**src/hdl/sbc_regs.svh**
```systemverilog
// Register offsets, field positions and reset values of the strap boot configuration block.
`ifndef SBC_REGS_SVH
`define SBC_REGS_SVH

// ----------------------------------------------------------------
// Register offsets (byte addresses)
// ----------------------------------------------------------------
`define SBC_CAPTURE_OFS 8'h00
`define SBC_STATUS_OFS 8'h04
`define SBC_OVERRIDE_OFS 8'h08

// ----------------------------------------------------------------
// Strap bit positions
// ----------------------------------------------------------------
`define SBC_LDO_BIT 0
`define SBC_BOOT_SEL_BIT 1
`define SBC_DL_QUAL_BIT 2
`define SBC_LOG_EDGE_BIT 3
`define SBC_OUT_EDGE_BIT 4
`define SBC_SPARE_BIT 5

// ----------------------------------------------------------------
// Reset values and pull directions
// ----------------------------------------------------------------
`define SBC_STRAP_DEFAULT 6'h1a
`define SBC_PULL_UP_MASK 6'h1a
`define SBC_ALL_STRAPS 6'h3f
`define SBC_NO_STRAPS 6'h00
`define SBC_OVERRIDE_RESET 6'h00

// ----------------------------------------------------------------
// Override register fields
// ----------------------------------------------------------------
`define SBC_OVR_LDO_EN_BIT 0
`define SBC_OVR_LDO_1V8_BIT 1
`define SBC_OVR_EDGE_EN_BIT 2
`define SBC_OVR_IN_RISE_BIT 3
`define SBC_OVR_OUT_RISE_BIT 4
`define SBC_OVR_BOOT_DONE_BIT 5

// ----------------------------------------------------------------
// Status register fields
// ----------------------------------------------------------------
`define SBC_ST_LDO_1V8_BIT 0
`define SBC_ST_MODE_LSB 1
`define SBC_ST_LOG_EN_BIT 3
`define SBC_ST_IN_RISE_BIT 4
`define SBC_ST_OUT_RISE_BIT 5
`define SBC_ST_POR_BIT 6
`define SBC_ST_BOOTING_BIT 7

// ----------------------------------------------------------------
// Bus answers
// ----------------------------------------------------------------
`define SBC_RESP_OKAY 2'h0
`define SBC_RESP_SLVERR 2'h2

`endif

```
**src/hdl/sbc_pkg.sv**
```systemverilog
// Types shared by the strap boot configuration block.
package sbc_pkg;

    typedef logic [5:0] sbc_strap_type;

    typedef enum logic [1:0] {
        SBC_BOOT_FLASH,
        SBC_BOOT_DOWNLOAD,
        SBC_BOOT_UNDEFINED
    } sbc_boot_mode_type;

endpackage

```
**src/hdl/sbc_cfg_if.sv**
```systemverilog
// Carrier between the strap capture logic and the strap decoder.
`timescale 1ns/10ps
interface sbc_cfg_if;
    sbc_pkg::sbc_strap_type strap;
    logic ovr_ldo_en;
    logic ovr_ldo_1v8;
    logic ovr_edge_en;
    logic ovr_in_rise;
    logic ovr_out_rise;
    logic ldo_1v8;
    sbc_pkg::sbc_boot_mode_type boot_mode;
    logic log_enable;
    logic in_rise;
    logic out_rise;

    modport capture (
        output strap, ovr_ldo_en, ovr_ldo_1v8, ovr_edge_en, ovr_in_rise, ovr_out_rise,
        input ldo_1v8, boot_mode, log_enable, in_rise, out_rise
    );

    modport decoder (
        input strap, ovr_ldo_en, ovr_ldo_1v8, ovr_edge_en, ovr_in_rise, ovr_out_rise,
        output ldo_1v8, boot_mode, log_enable, in_rise, out_rise
    );
endinterface

```
**src/hdl/sbc_decode.sv**
```systemverilog
// Decoder that turns captured strap bits and firmware overrides into settings.
`timescale 1ns/10ps
`include "sbc_regs.svh"
module sbc_decode (
    input wire logic aclk,
    input wire logic aresetn,
    sbc_cfg_if.decoder cfg
);

    // ----------------------------------------------------------------
    // Boot source
    // ----------------------------------------------------------------
    function automatic sbc_pkg::sbc_boot_mode_type sbc_mode(input logic sel, input logic qual);
        sbc_pkg::sbc_boot_mode_type m;
        m = sbc_pkg::SBC_BOOT_UNDEFINED;
        if (sel) begin
            m = sbc_pkg::SBC_BOOT_FLASH;
        end else if (!qual) begin
            m = sbc_pkg::SBC_BOOT_DOWNLOAD;
        end
        return m;
    endfunction

    // A high boot select wins, so the qualifier is not looked at then.
    assign cfg.boot_mode = sbc_mode(cfg.strap[`SBC_BOOT_SEL_BIT], cfg.strap[`SBC_DL_QUAL_BIT]);

    // ----------------------------------------------------------------
    // Supply, log and edge settings
    // ----------------------------------------------------------------
    wire logic strap_ldo = cfg.strap[`SBC_LDO_BIT];
    assign cfg.ldo_1v8 = cfg.ovr_ldo_en ? cfg.ovr_ldo_1v8 : strap_ldo;
    assign cfg.log_enable = cfg.strap[`SBC_LOG_EDGE_BIT];
    assign cfg.in_rise = cfg.ovr_edge_en ? cfg.ovr_in_rise : cfg.strap[`SBC_LOG_EDGE_BIT];
    assign cfg.out_rise = cfg.ovr_edge_en ? cfg.ovr_out_rise : cfg.strap[`SBC_OUT_EDGE_BIT];
endmodule // sbc_decode

```
**src/hdl/sbc_top.sv**
```systemverilog
// Strap pin capture block with pull control, pin hand-back and an AXI4-Lite register port.
//
// Operation
// - While power-on reset is active each strap pin level is sampled as one configuration bit.
// - Captured strap bits stay unchanged until power-down, whatever the pins do later.
// - Exactly six strap bits are captured and all can be read from the strap capture register.
// - During reset every strap pin gets a weak pull; supply, qualifier and spare pull low, the rest pull high.
// - After reset the strap pins are handed back to their normal functional use.
// - Supply strap 0 selects the 3.3 V flash supply and 1 selects the 1.8 V supply.
// - Boot select 1 boots from serial flash; boot select 0 with qualifier 0 enters download boot.
// - Log strap 1 lets boot debug output reach the console transmit pin; 0 keeps it silent while booting.
// - The log strap sets the slave input sampling edge and the output-edge strap the launch edge.
// - Firmware bits may override supply and slave edges without altering the captured straps.
// - Chip enable is active high and the device stays in reset while it is low.
//
// Local design decisions: the AXI4-Lite interface to the registers and the register addresses.
`timescale 1ns/10ps
`include "sbc_regs.svh"
module sbc_top (
    input wire logic aclk,
    input wire logic aresetn,
    input wire logic chip_enable,
    input wire logic [5:0] strap_pin_in,
    output logic [5:0] strap_pin_out,
    output logic [5:0] strap_pin_oe_n,
    output logic [5:0] strap_pull_en,
    output logic [5:0] strap_pull_up,
    input wire logic [5:0] func_out,
    input wire logic [5:0] func_oe_n,
    output logic [5:0] func_in,
    input wire logic console_tx_data,
    output logic console_transmit_pin,
    output logic ldo_1v8,
    output logic [1:0] boot_mode,
    output logic slave_in_rise,
    output logic slave_out_rise,
    output logic in_reset,
    input wire logic [7:0] s_axi_awaddr,
    input wire logic [2:0] s_axi_awprot,
    input wire logic s_axi_awvalid,
    output logic s_axi_awready,
    input wire logic [31:0] s_axi_wdata,
    input wire logic [3:0] s_axi_wstrb,
    input wire logic s_axi_wvalid,
    output logic s_axi_wready,
    output logic [1:0] s_axi_bresp,
    output logic s_axi_bvalid,
    input wire logic s_axi_bready,
    input wire logic [7:0] s_axi_araddr,
    input wire logic [2:0] s_axi_arprot,
    input wire logic s_axi_arvalid,
    output logic s_axi_arready,
    output logic [31:0] s_axi_rdata,
    output logic [1:0] s_axi_rresp,
    output logic s_axi_rvalid,
    input wire logic s_axi_rready
);

    // ----------------------------------------------------------------
    // Address decoding
    // ----------------------------------------------------------------
    function automatic logic sbc_hit(input logic [7:0] addr, input logic [7:0] ofs);
        return addr[7:2] == ofs[7:2];
    endfunction

    function automatic logic sbc_mapped(input logic [7:0] addr);
        return sbc_hit(addr, `SBC_CAPTURE_OFS) || sbc_hit(addr, `SBC_STATUS_OFS)
            || sbc_hit(addr, `SBC_OVERRIDE_OFS);
    endfunction

    // ----------------------------------------------------------------
    // Declarations
    // ----------------------------------------------------------------
    sbc_cfg_if cfg ();

    logic ce_meta_reg;
    logic ce_sync_reg;
    logic [5:0] pin_meta_reg;
    logic [5:0] pin_sync_reg;
    logic por_reg;
    sbc_pkg::sbc_strap_type strap_reg;
    logic [5:0] override_reg;
    logic [5:0] pin_out_reg;
    logic [5:0] pin_oe_n_reg;
    logic [5:0] pull_en_reg;
    logic tx_reg;
    logic aw_full_reg;
    logic [7:0] aw_addr_reg;
    logic w_full_reg;
    logic [31:0] w_data_reg;
    logic [3:0] w_strb_reg;
    logic bvalid_reg;
    logic [1:0] bresp_reg;
    logic rvalid_reg;
    logic [31:0] rdata_reg;
    logic [1:0] rresp_reg;

    wire logic por_next;
    wire logic booting;
    wire logic aw_take;
    wire logic w_take;
    wire logic ar_take;
    wire logic do_write;
    wire logic write_ovr;
    wire logic [5:0] override_next;
    wire logic [31:0] status_word;
    wire logic [31:0] read_word;
    wire logic tx_next;

    // ----------------------------------------------------------------
    // Pin synchronisers
    // ----------------------------------------------------------------
    // The chip enable and strap pins come from the board, so each passes two flops.
    always_ff @(posedge aclk) begin
        ce_meta_reg <= chip_enable;
        ce_sync_reg <= ce_meta_reg;
        pin_meta_reg <= strap_pin_in;
        pin_sync_reg <= pin_meta_reg;
    end

    // ----------------------------------------------------------------
    // Power-on reset state and strap latches
    // ----------------------------------------------------------------
    assign por_next = !ce_sync_reg;

    always_ff @(posedge aclk) begin
        if (!aresetn) begin
            por_reg <= 1'b1;
        end else begin
            por_reg <= por_next;
        end
    end

    // While por_reg is high the latches follow the pins, and the edge that clears
    // por_reg still samples, so levels settled just before release are kept.
    always_ff @(posedge aclk) begin
        if (!aresetn) begin
            strap_reg <= `SBC_STRAP_DEFAULT;
        end else if (por_reg) begin
            strap_reg <= pin_sync_reg;
        end
    end

    // ----------------------------------------------------------------
    // Pull control and pin hand-back
    // ----------------------------------------------------------------
    // The pins are never driven during reset, so only the weak pulls set a floating level.
    always_ff @(posedge aclk) begin
        if (!aresetn) begin
            pull_en_reg <= `SBC_ALL_STRAPS;
            pin_oe_n_reg <= `SBC_ALL_STRAPS;
            pin_out_reg <= `SBC_NO_STRAPS;
        end else if (por_next) begin
            pull_en_reg <= `SBC_ALL_STRAPS;
            pin_oe_n_reg <= `SBC_ALL_STRAPS;
            pin_out_reg <= `SBC_NO_STRAPS;
        end else begin
            pull_en_reg <= `SBC_NO_STRAPS;
            pin_oe_n_reg <= func_oe_n;
            pin_out_reg <= func_out;
        end
    end

    assign strap_pull_en = pull_en_reg;
    assign strap_pull_up = `SBC_PULL_UP_MASK;
    assign strap_pin_oe_n = pin_oe_n_reg;
    assign strap_pin_out = pin_out_reg;
    assign func_in = pin_sync_reg;
    assign in_reset = por_reg;

    // ----------------------------------------------------------------
    // Console transmit gate
    // ----------------------------------------------------------------
    // Booting lasts from reset until firmware sets the boot-done bit; a silent
    // console holds the line at its idle high level rather than floating it.
    assign booting = !override_reg[`SBC_OVR_BOOT_DONE_BIT];
    assign tx_next = (booting && !cfg.log_enable) ? 1'b1 : console_tx_data;

    always_ff @(posedge aclk) begin
        if (!aresetn) begin
            tx_reg <= 1'b1;
        end else begin
            tx_reg <= tx_next;
        end
    end

    assign console_transmit_pin = tx_reg;

    // ----------------------------------------------------------------
    // Decoder
    // ----------------------------------------------------------------
    assign cfg.strap = strap_reg;
    assign cfg.ovr_ldo_en = override_reg[`SBC_OVR_LDO_EN_BIT];
    assign cfg.ovr_ldo_1v8 = override_reg[`SBC_OVR_LDO_1V8_BIT];
    assign cfg.ovr_edge_en = override_reg[`SBC_OVR_EDGE_EN_BIT];
    assign cfg.ovr_in_rise = override_reg[`SBC_OVR_IN_RISE_BIT];
    assign cfg.ovr_out_rise = override_reg[`SBC_OVR_OUT_RISE_BIT];

    sbc_decode u_decode (
        .aclk(aclk),
        .aresetn(aresetn),
        .cfg(cfg.decoder)
    );

    assign ldo_1v8 = cfg.ldo_1v8;
    assign boot_mode = cfg.boot_mode;
    assign slave_in_rise = cfg.in_rise;
    assign slave_out_rise = cfg.out_rise;

    // ----------------------------------------------------------------
    // Write channel
    // ----------------------------------------------------------------
    // Address and data are held separately so they may arrive in either order.
    assign s_axi_awready = !aw_full_reg && !bvalid_reg;
    assign s_axi_wready = !w_full_reg && !bvalid_reg;
    assign aw_take = s_axi_awvalid && s_axi_awready;
    assign w_take = s_axi_wvalid && s_axi_wready;
    assign do_write = aw_full_reg && w_full_reg && !bvalid_reg;
    assign write_ovr = do_write && sbc_hit(aw_addr_reg, `SBC_OVERRIDE_OFS) && w_strb_reg[0];
    assign override_next = w_data_reg[5:0];

    always_ff @(posedge aclk) begin
        if (!aresetn) begin
            aw_full_reg <= 1'b0;
            aw_addr_reg <= 8'h00;
        end else if (aw_take) begin
            aw_full_reg <= 1'b1;
            aw_addr_reg <= s_axi_awaddr;
        end else if (do_write) begin
            aw_full_reg <= 1'b0;
        end
    end

    always_ff @(posedge aclk) begin
        if (!aresetn) begin
            w_full_reg <= 1'b0;
            w_data_reg <= 32'h0000_0000;
            w_strb_reg <= 4'h0;
        end else if (w_take) begin
            w_full_reg <= 1'b1;
            w_data_reg <= s_axi_wdata;
            w_strb_reg <= s_axi_wstrb;
        end else if (do_write) begin
            w_full_reg <= 1'b0;
        end
    end

    always_ff @(posedge aclk) begin
        if (!aresetn) begin
            bvalid_reg <= 1'b0;
            bresp_reg <= `SBC_RESP_OKAY;
        end else if (do_write) begin
            bvalid_reg <= 1'b1;
            bresp_reg <= sbc_mapped(aw_addr_reg) ? `SBC_RESP_OKAY : `SBC_RESP_SLVERR;
        end else if (s_axi_bready) begin
            bvalid_reg <= 1'b0;
        end
    end

    assign s_axi_bvalid = bvalid_reg;
    assign s_axi_bresp = bresp_reg;

    // The capture register is read-only; only this register takes firmware writes,
    // so nothing on the bus can disturb the latched straps.
    always_ff @(posedge aclk) begin
        if (!aresetn) begin
            override_reg <= `SBC_OVERRIDE_RESET;
        end else if (write_ovr) begin
            override_reg <= override_next;
        end
    end

    // ----------------------------------------------------------------
    // Read channel
    // ----------------------------------------------------------------
    assign status_word = {
        24'h00_0000,
        booting,
        por_reg,
        cfg.out_rise,
        cfg.in_rise,
        cfg.log_enable,
        cfg.boot_mode,
        cfg.ldo_1v8
    };

    assign read_word = sbc_hit(s_axi_araddr, `SBC_CAPTURE_OFS) ? {26'h000_0000, strap_reg} :
        sbc_hit(s_axi_araddr, `SBC_STATUS_OFS) ? status_word :
        sbc_hit(s_axi_araddr, `SBC_OVERRIDE_OFS) ? {26'h000_0000, override_reg} :
        32'h0000_0000;

    assign s_axi_arready = !rvalid_reg;
    assign ar_take = s_axi_arvalid && s_axi_arready;

    always_ff @(posedge aclk) begin
        if (!aresetn) begin
            rvalid_reg <= 1'b0;
            rdata_reg <= 32'h0000_0000;
            rresp_reg <= `SBC_RESP_OKAY;
        end else if (ar_take) begin
            rvalid_reg <= 1'b1;
            rdata_reg <= read_word;
            rresp_reg <= sbc_mapped(s_axi_araddr) ? `SBC_RESP_OKAY : `SBC_RESP_SLVERR;
        end else if (s_axi_rready) begin
            rvalid_reg <= 1'b0;
        end
    end

    assign s_axi_rvalid = rvalid_reg;
    assign s_axi_rdata = rdata_reg;
    assign s_axi_rresp = rresp_reg;
endmodule // sbc_top

```
**config.mk**
```make
export PLATFORM = sky130hd
export DESIGN_NAME = sbc_top
export DESIGN_NICKNAME = d
export VERILOG_FILES = /design/src/hdl/sbc_pkg.sv /design/src/hdl/sbc_cfg_if.sv /design/src/hdl/sbc_decode.sv /design/src/hdl/sbc_top.sv
export VERILOG_INCLUDE_DIRS = /design/src /design/src/hdl
export SDC_FILE = /design/constraint.sdc
export NUM_CORES = 1
export LEC_CHECK = 0
export ABC_AREA = 1
export BUFFER_PORTS_ARGS = -buffer_cell sky130_fd_sc_hd__buf_2
export CAP_MARGIN = 20
export CORE_MARGIN = 2
export CORE_UTILIZATION = 46
export CTS_CLUSTER_SIZE = 40
export DETAILED_ROUTE_END_ITERATION = 8
export GPL_TIMING_DRIVEN = 0
export PLACE_DENSITY = 0.93
export RECOVER_POWER = 50
export SYNTH_ARGS = -nofsm -noshare
export SYNTH_HDL_FRONTEND = slang
export SYNTH_SLANG_ARGS = --single-unit
```
**constraint.sdc**
```tcl
create_clock -name aclk -period 2 [get_ports aclk]
set_input_delay 0.1 -clock aclk [delete_from_list [all_inputs] [get_ports aclk]]
set_output_delay 0.1 -clock aclk [all_outputs]
set_load 0.01 [all_outputs]
```
== After elaboration in Yosys (flattened, before gate mapping) ==
Index checks and enable logic that the tools add are counted.

* Bits in registers: 101
* Bits of input ports: 85
* Output and inout port bits: 78
* Logic and storage cells: 73

* Equality and inequality tests: 4
* Mux-type cells: 18
* Bitwise operators: 1
* Reduce and logical (&&, ||, !) cells: 29

{| class="wikitable"
|+ Operators by type and width
! cell !! number
|-
| $mux W8 || 2
|-
| $eq A6 B1 Y1 const B || 2
|-
| $eq A6 B2 Y1 const B || 2
|-
| $logic_not A6 Y1 || 2
|-
| $mux W6 || 2
|-
| $logic_and A1 B1 Y1 || 10
|-
| $mux W1 || 10
|-
| $mux W2 || 4
|-
| $reduce_bool A2 Y1 || 4
|-
| $logic_not A1 Y1 || 7
|-
| $logic_or A1 B1 Y1 || 4
|-
| $reduce_and A2 Y1 || 1
|-
| $reduce_or A2 Y1 || 1
|-
| $not A1 Y1 || 1
|}

== Logic depth before layout (Yosys ltp) ==
* Depth after elaboration: 4
* Gate-level depth with buffers: 8

== Hierarchy ==
Synthesis repeated with hierarchy kept, for this count alone.

* Cell total of the unflattened synthesis: 336
* Area, all modules: 2696.3 µm²

{| class="wikitable"
|+ By module, submodules not included
! module !! instances !! cells an instance !! area each (µm²) !! seq. area each (µm²)
|-
| sbc_top || 1 || 321 || 2636.3 || 1341.3
|-
| sbc_decode || 1 || 15 || 60.1 || 0.0
|}

== Worst setup path after synthesis ==
OpenSTA, ideal clock, no wires.

* Kind: reg-to-reg
* Start point: register rvalid_reg (netlist: s_axi_rvalid)
* End point: register rdata_reg[0] (netlist: s_axi_rdata[0])
* Data arrival time: 1.023 ns
* Data required time: 1.868 ns
* Slack: 0.845 ns
* Stages on the path, launching flop included: 7
* Buffers on the path: 1
* Path through: dfxtp_1 inv_1 nand2_1 clkbuf_1 nor2_1 nand2_1 a21oi_1

* Word-level cells in the longest chain between the ends: 2

{| class="wikitable"
|+ RTL lines
! what !! line !! source
|-
| from (decl) || sbc_top.sv:94 || <nowiki>logic rvalid_reg;</nowiki>
|-
| from (signal assigned) || sbc_top.sv:297 || <nowiki>rvalid_reg <= 1'b0;</nowiki>
|-
| from (signal assigned) || sbc_top.sv:301 || <nowiki>rvalid_reg <= 1'b1;</nowiki>
|-
| from (signal assigned) || sbc_top.sv:305 || <nowiki>rvalid_reg <= 1'b0;</nowiki>
|-
| $logic_not A1 Y1 || sbc_top.sv:292 || <nowiki>assign s_axi_arready = !rvalid_reg;</nowiki>
|-
| via s_axi_arready || sbc_top.sv:52 || <nowiki>output logic s_axi_arready,</nowiki>
|-
| $logic_and A1 B1 Y1 || sbc_top.sv:293 || <nowiki>assign ar_take = s_axi_arvalid && s_axi_arready;</nowiki>
|-
| to (signal assigned) || sbc_top.sv:302 || <nowiki>rdata_reg <= read_word;</nowiki>
|-
| to (decl) || sbc_top.sv:95 || <nowiki>logic [31:0] rdata_reg;</nowiki>
|}

The timed path passes the listed nets, and every way through them passes these cells.
A chain may end at the register's enable or synchronous reset.

== Worst setup path in the final report ==
* Start point: register bvalid_reg (netlist: s_axi_bvalid)
* End point: register override_reg[0]

* Word-level cells in the longest chain between the ends: 4

{| class="wikitable"
|+ RTL lines
! what !! line !! source
|-
| from (decl) || sbc_top.sv:92 || <nowiki>logic bvalid_reg;</nowiki>
|-
| from (signal assigned) || sbc_top.sv:250 || <nowiki>bvalid_reg <= 1'b0;</nowiki>
|-
| from (signal assigned) || sbc_top.sv:253 || <nowiki>bvalid_reg <= 1'b1;</nowiki>
|-
| from (signal assigned) || sbc_top.sv:256 || <nowiki>bvalid_reg <= 1'b0;</nowiki>
|-
| $logic_not A1 Y1 || sbc_top.sv:218 || <nowiki>assign do_write = aw_full_reg && w_full_reg && !bvalid_reg;</nowiki>
|-
| $logic_and A1 B1 Y1 || sbc_top.sv:218 ||
|-
| $logic_and A1 B1 Y1 (2 in series) || sbc_top.sv:219 || <nowiki>assign write_ovr = do_write && sbc_hit(aw_addr_reg, `SBC_OVERRIDE_OFS) && w_strb_reg[0];</nowiki>
|-
| to (signal assigned) || sbc_top.sv:267 || <nowiki>override_reg <= `SBC_OVERRIDE_RESET;</nowiki>
|-
| to (signal assigned) || sbc_top.sv:269 || <nowiki>override_reg <= override_next;</nowiki>
|-
| to (decl) || sbc_top.sv:82 || <nowiki>logic [5:0] override_reg;</nowiki>
|}

Every way passes these cells.

==> results.tsv <==
stage	metric	value	unit
power_and_ir_drop	switch share	24.0	%
setup_path	delay-heaviest family, CP	simple AND/OR/NAND/NOR gates	
status	status	finished clean	
setup_path	WS Path Type	flip-flop to flip-flop	
layout	max reg flops	8	
setup_path	crit-path cells	nand3b_1 > nor2_4 > nand4_4 > buf_6 > nor2_1 > nor2_1	
setup_path	crit path buf inv count	1	
clock_tree	clk buf depth	2	
floorplan	die width	80.2	um
grt	initial antenna violation count	0	
placed_design	IO Port Bufs	91	
setup_path	r2r setup slk	620	ps
floorplan	Initial Util	48.2	%
power_and_ir_drop	IR Drop Worst-Case VDD	0.809	mV
drt	drt wl/cell	12.2	um
synthesis	Synth Area in Compound Gates	6.94	%
timing	f_max	0.725	GHz
synthesis	largest family of logic cells by synthesized area	simple AND/OR/NAND/NOR gates	
timing	Slew headroom	63.2	%
grt	met3 Use GR	7.30	%
setup_path	Crit. Startpoint	s_axi_bvalid	
clock_tree	clk slew on worst S/H paths	70	ps
min_path	HP Start	s_axi_wdata[0]	
floorplan	num rows	27	
synthesis	count of state elements after synthesis	67	
drt	DRC	0	
timing	min Tclk post-route	1380	ps
synthesis	synthesized area	2670	sq um
setup_path	reg2reg end	override_reg[0]	
drt	Starting DRT DRC Count	183	
setup_path	worst path required time	2230	ps
setup_path	Worst Setup Start Kind	flip-flop	
grt	vias in the first global route	2507	
timing	Final Setup Violations	0	
grt	GRT busiest layer	met2	
clock_tree	Resize count post-CTS	0	
synthesis	Post-Synth Adder-Cell Area	0	%
grt	met1 usage	22.2	%
drt	Total Routed Length	6.88	mm
clock_tree	Root Buffer	clkbuf_8	
setup_path	Worst Setup EP	override_reg[0]	
synthesis	Syn Area/Cell	8.04	sq um
grt	first-pass GRT wire length	10.8	mm
power_and_ir_drop	switching power	0.746	mW
min_path	hold crit path type	input pin to flip-flop	
layout	Multi-input gate area	983	sq um
synthesis	Synthesis Warnings	0	
drt	first drt pass iteration count	4	
setup_path	Worst path slowest cell	dfxtp_1	
drt	Antenna Violating Nets Remaining	0	
clock_tree	clock sink count	67	
placed_design	Final Wtd Congestion	0.894	
clock_tree	Clock Latency Late Sink	340	ps
setup_path	CP arrival	1610	ps
synthesis	Synth Area in XOR/XNOR	0	%
timing	Slew Limit Fails	0	
power_and_ir_drop	Final Power	3.11	mW
synthesis	Post-Syn Instances	332	
drt	vias per cell	4.62	
floorplan	Die Ht	80.2	um
job	# Max-Cap Violations	0	
floorplan	core area	5540	sq um
timing	Final Hold Violating Endpoints	0	
layout	# diodes	0	
timing	setup_tns	0	ps
setup_path	CP max stage delay	350	ps
grt	gr ovfl total	0	
layout	sequential cell area	1340	sq um
setup_path	crit end category	flip-flop	
setup_path	R2R cell count	6	
grt	largest net degree at the start of global routing	15	
synthesis	mux contribution to synthesized area	0	%
synthesis	Simple-Gate Fraction of Synth Area	25.9	%
power_and_ir_drop	Pint	2.36	mW
setup_path	Levels on crit path	6	
synthesis	Seq/Total Area, Yosys	50.2	%
clock_tree	post-CTS setup buffer count	0	
floorplan	die area	6430	sq um
timing	Tcrit/Tclk final	68.9	%
power_and_ir_drop	Pwr Density	836	nW/um^2
power_and_ir_drop	power share of the clock group	40.3	%
grt	GR Util met2	40.6	%
layout	Area growth syn-to-layout	39.1	%
timing	RSZ-0062 raised after global routing	false	
floorplan	I/O pin count	163	
power_and_ir_drop	LEAKAGE	1.85	nW
placed_design	DPL Wire Length	4.53	mm
power_and_ir_drop	Comb pwr share	13.0	%
layout	most common cell after layout, fill and taps aside	nor2_1	
clock_tree	CTS tree	done	
layout	final net count	570	
clock_tree	H-tree depth	3	
setup_path	CP Max Fanout	10	
layout	most frequent cells in the layout	nor2_1 (68), dfxtp_1 (67), buf_2 (59), nand2_1 (51), buf_4 (41)	
timing	worst slew pin tran	552	ps
layout	share of cells above drive strength 1	26.3	%
timing	Worst Clk Skew	6.91	ps
synthesis	Synth cell types	22	
clock_tree	CTS Hold Bufs	21	
drt	Vias	2599	
power_and_ir_drop	sequential power share	46.7	%
setup_path	r2r startpoint	s_axi_bvalid	
setup_path	most frequent CP cell	nor2_1	
clock_tree	TritonCTS buffer count	9	
layout	# fillers	448	
grt	Total GRT Usage	22.3	%
synth_stat cells:
cell type  count  area (sq um)
o21a_1         1          7.51
nand3b_4       1          20.0
conb_1         2          7.51
inv_1         25          93.8
inv_2          1          3.75
buf_6          1          11.3
o21ai_0       19          95.1
clkbuf_8       1          13.8
o211ai_1       1          7.51
nor2_2         1          6.26
or2_2          6          37.5
nand2_1       51           191
nand3_2        1          10.0
nor2_1        68           255
nand4_1        9          56.3
nand4_4        1          21.3
nand3_1       14          70.1
a21oi_1       15          75.1
nor2_4         2          22.5
dfxtp_1       67          1340
clkbuf_1       4          15.0
buf_4         41           308
worst register-to-register path: cells and delay by family, from the launching register on:
kind / cells / cell delay, ps
flip-flops: 1 / 350
buffers and inverters: 1 / 160
AND/OR/NAND/NOR: 5 / 770
how the worst min path moves through the flow:
stage	cells past startpoint	slack, ps	endpoint
2_1_floorplan	0	130	ce_meta_reg
3_3_place_gp	1	200	pin_meta_reg[2]
5_1_grt	3	20	w_data_reg[0]
4_1_cts	3	10	w_data_reg[0]
6_report	3	20	w_data_reg[0]
3_5_place_dp	1	200	pin_meta_reg[0]
layer usage:
metal / wire, um / vias up
met2: 3500 / 139
met5: 0 / -
met1: 2500 / 1153
li1: - / 1282
met3: 647 / 25
met4: 240 / 0
power by group through the flow:
stage | logic [mW] | registers (mW) | clock network, mW
after CTS | 0.401 | 1.45 | 1.27
after global routing | 0.444 | 1.46 | 1.33
after global placement | 0.354 | 1.48 | 0
after floorplan | 0.228 | 1.48 | 0
final | 0.403 | 1.45 | 1.25
after detailed placement | 0.366 | 1.48 | 0
metrics by stage:
stage                     cells  worst slack, ps  util (%)  instance area (sq um)  hold WS [ps]
after floorplan             362              845         -                   2780           128
after global placement      525              811      60.1                   3330           203
after detailed placement    525              772      60.1                   3330           204
after CTS                   562              636      68.0                   3770          12.1
after global routing        562              554      67.0                   3710          20.5
final                       562              621      67.0                   3710          24.0
cell families after synthesis:
group                  Yosys count
AND/OR/NAND/NOR                154
buffers and inverters           73
flip-flops                      67
AO/OA/AOI/OAI                   36
other                            2
layout make-up:
cell class / count / area share [%]
repair buffers: 112 / 16.8
multi-input cells: 222 / 26.5
plain buffers: 47 / 9.37
inverters: 26 / 2.63
flip-flops and latches: 67 / 36.1
well taps: 72 / 2.43
clock inverters: 4 / 1.95
clock buffers: 12 / 4.18
(Power assumes the default switching activity.)
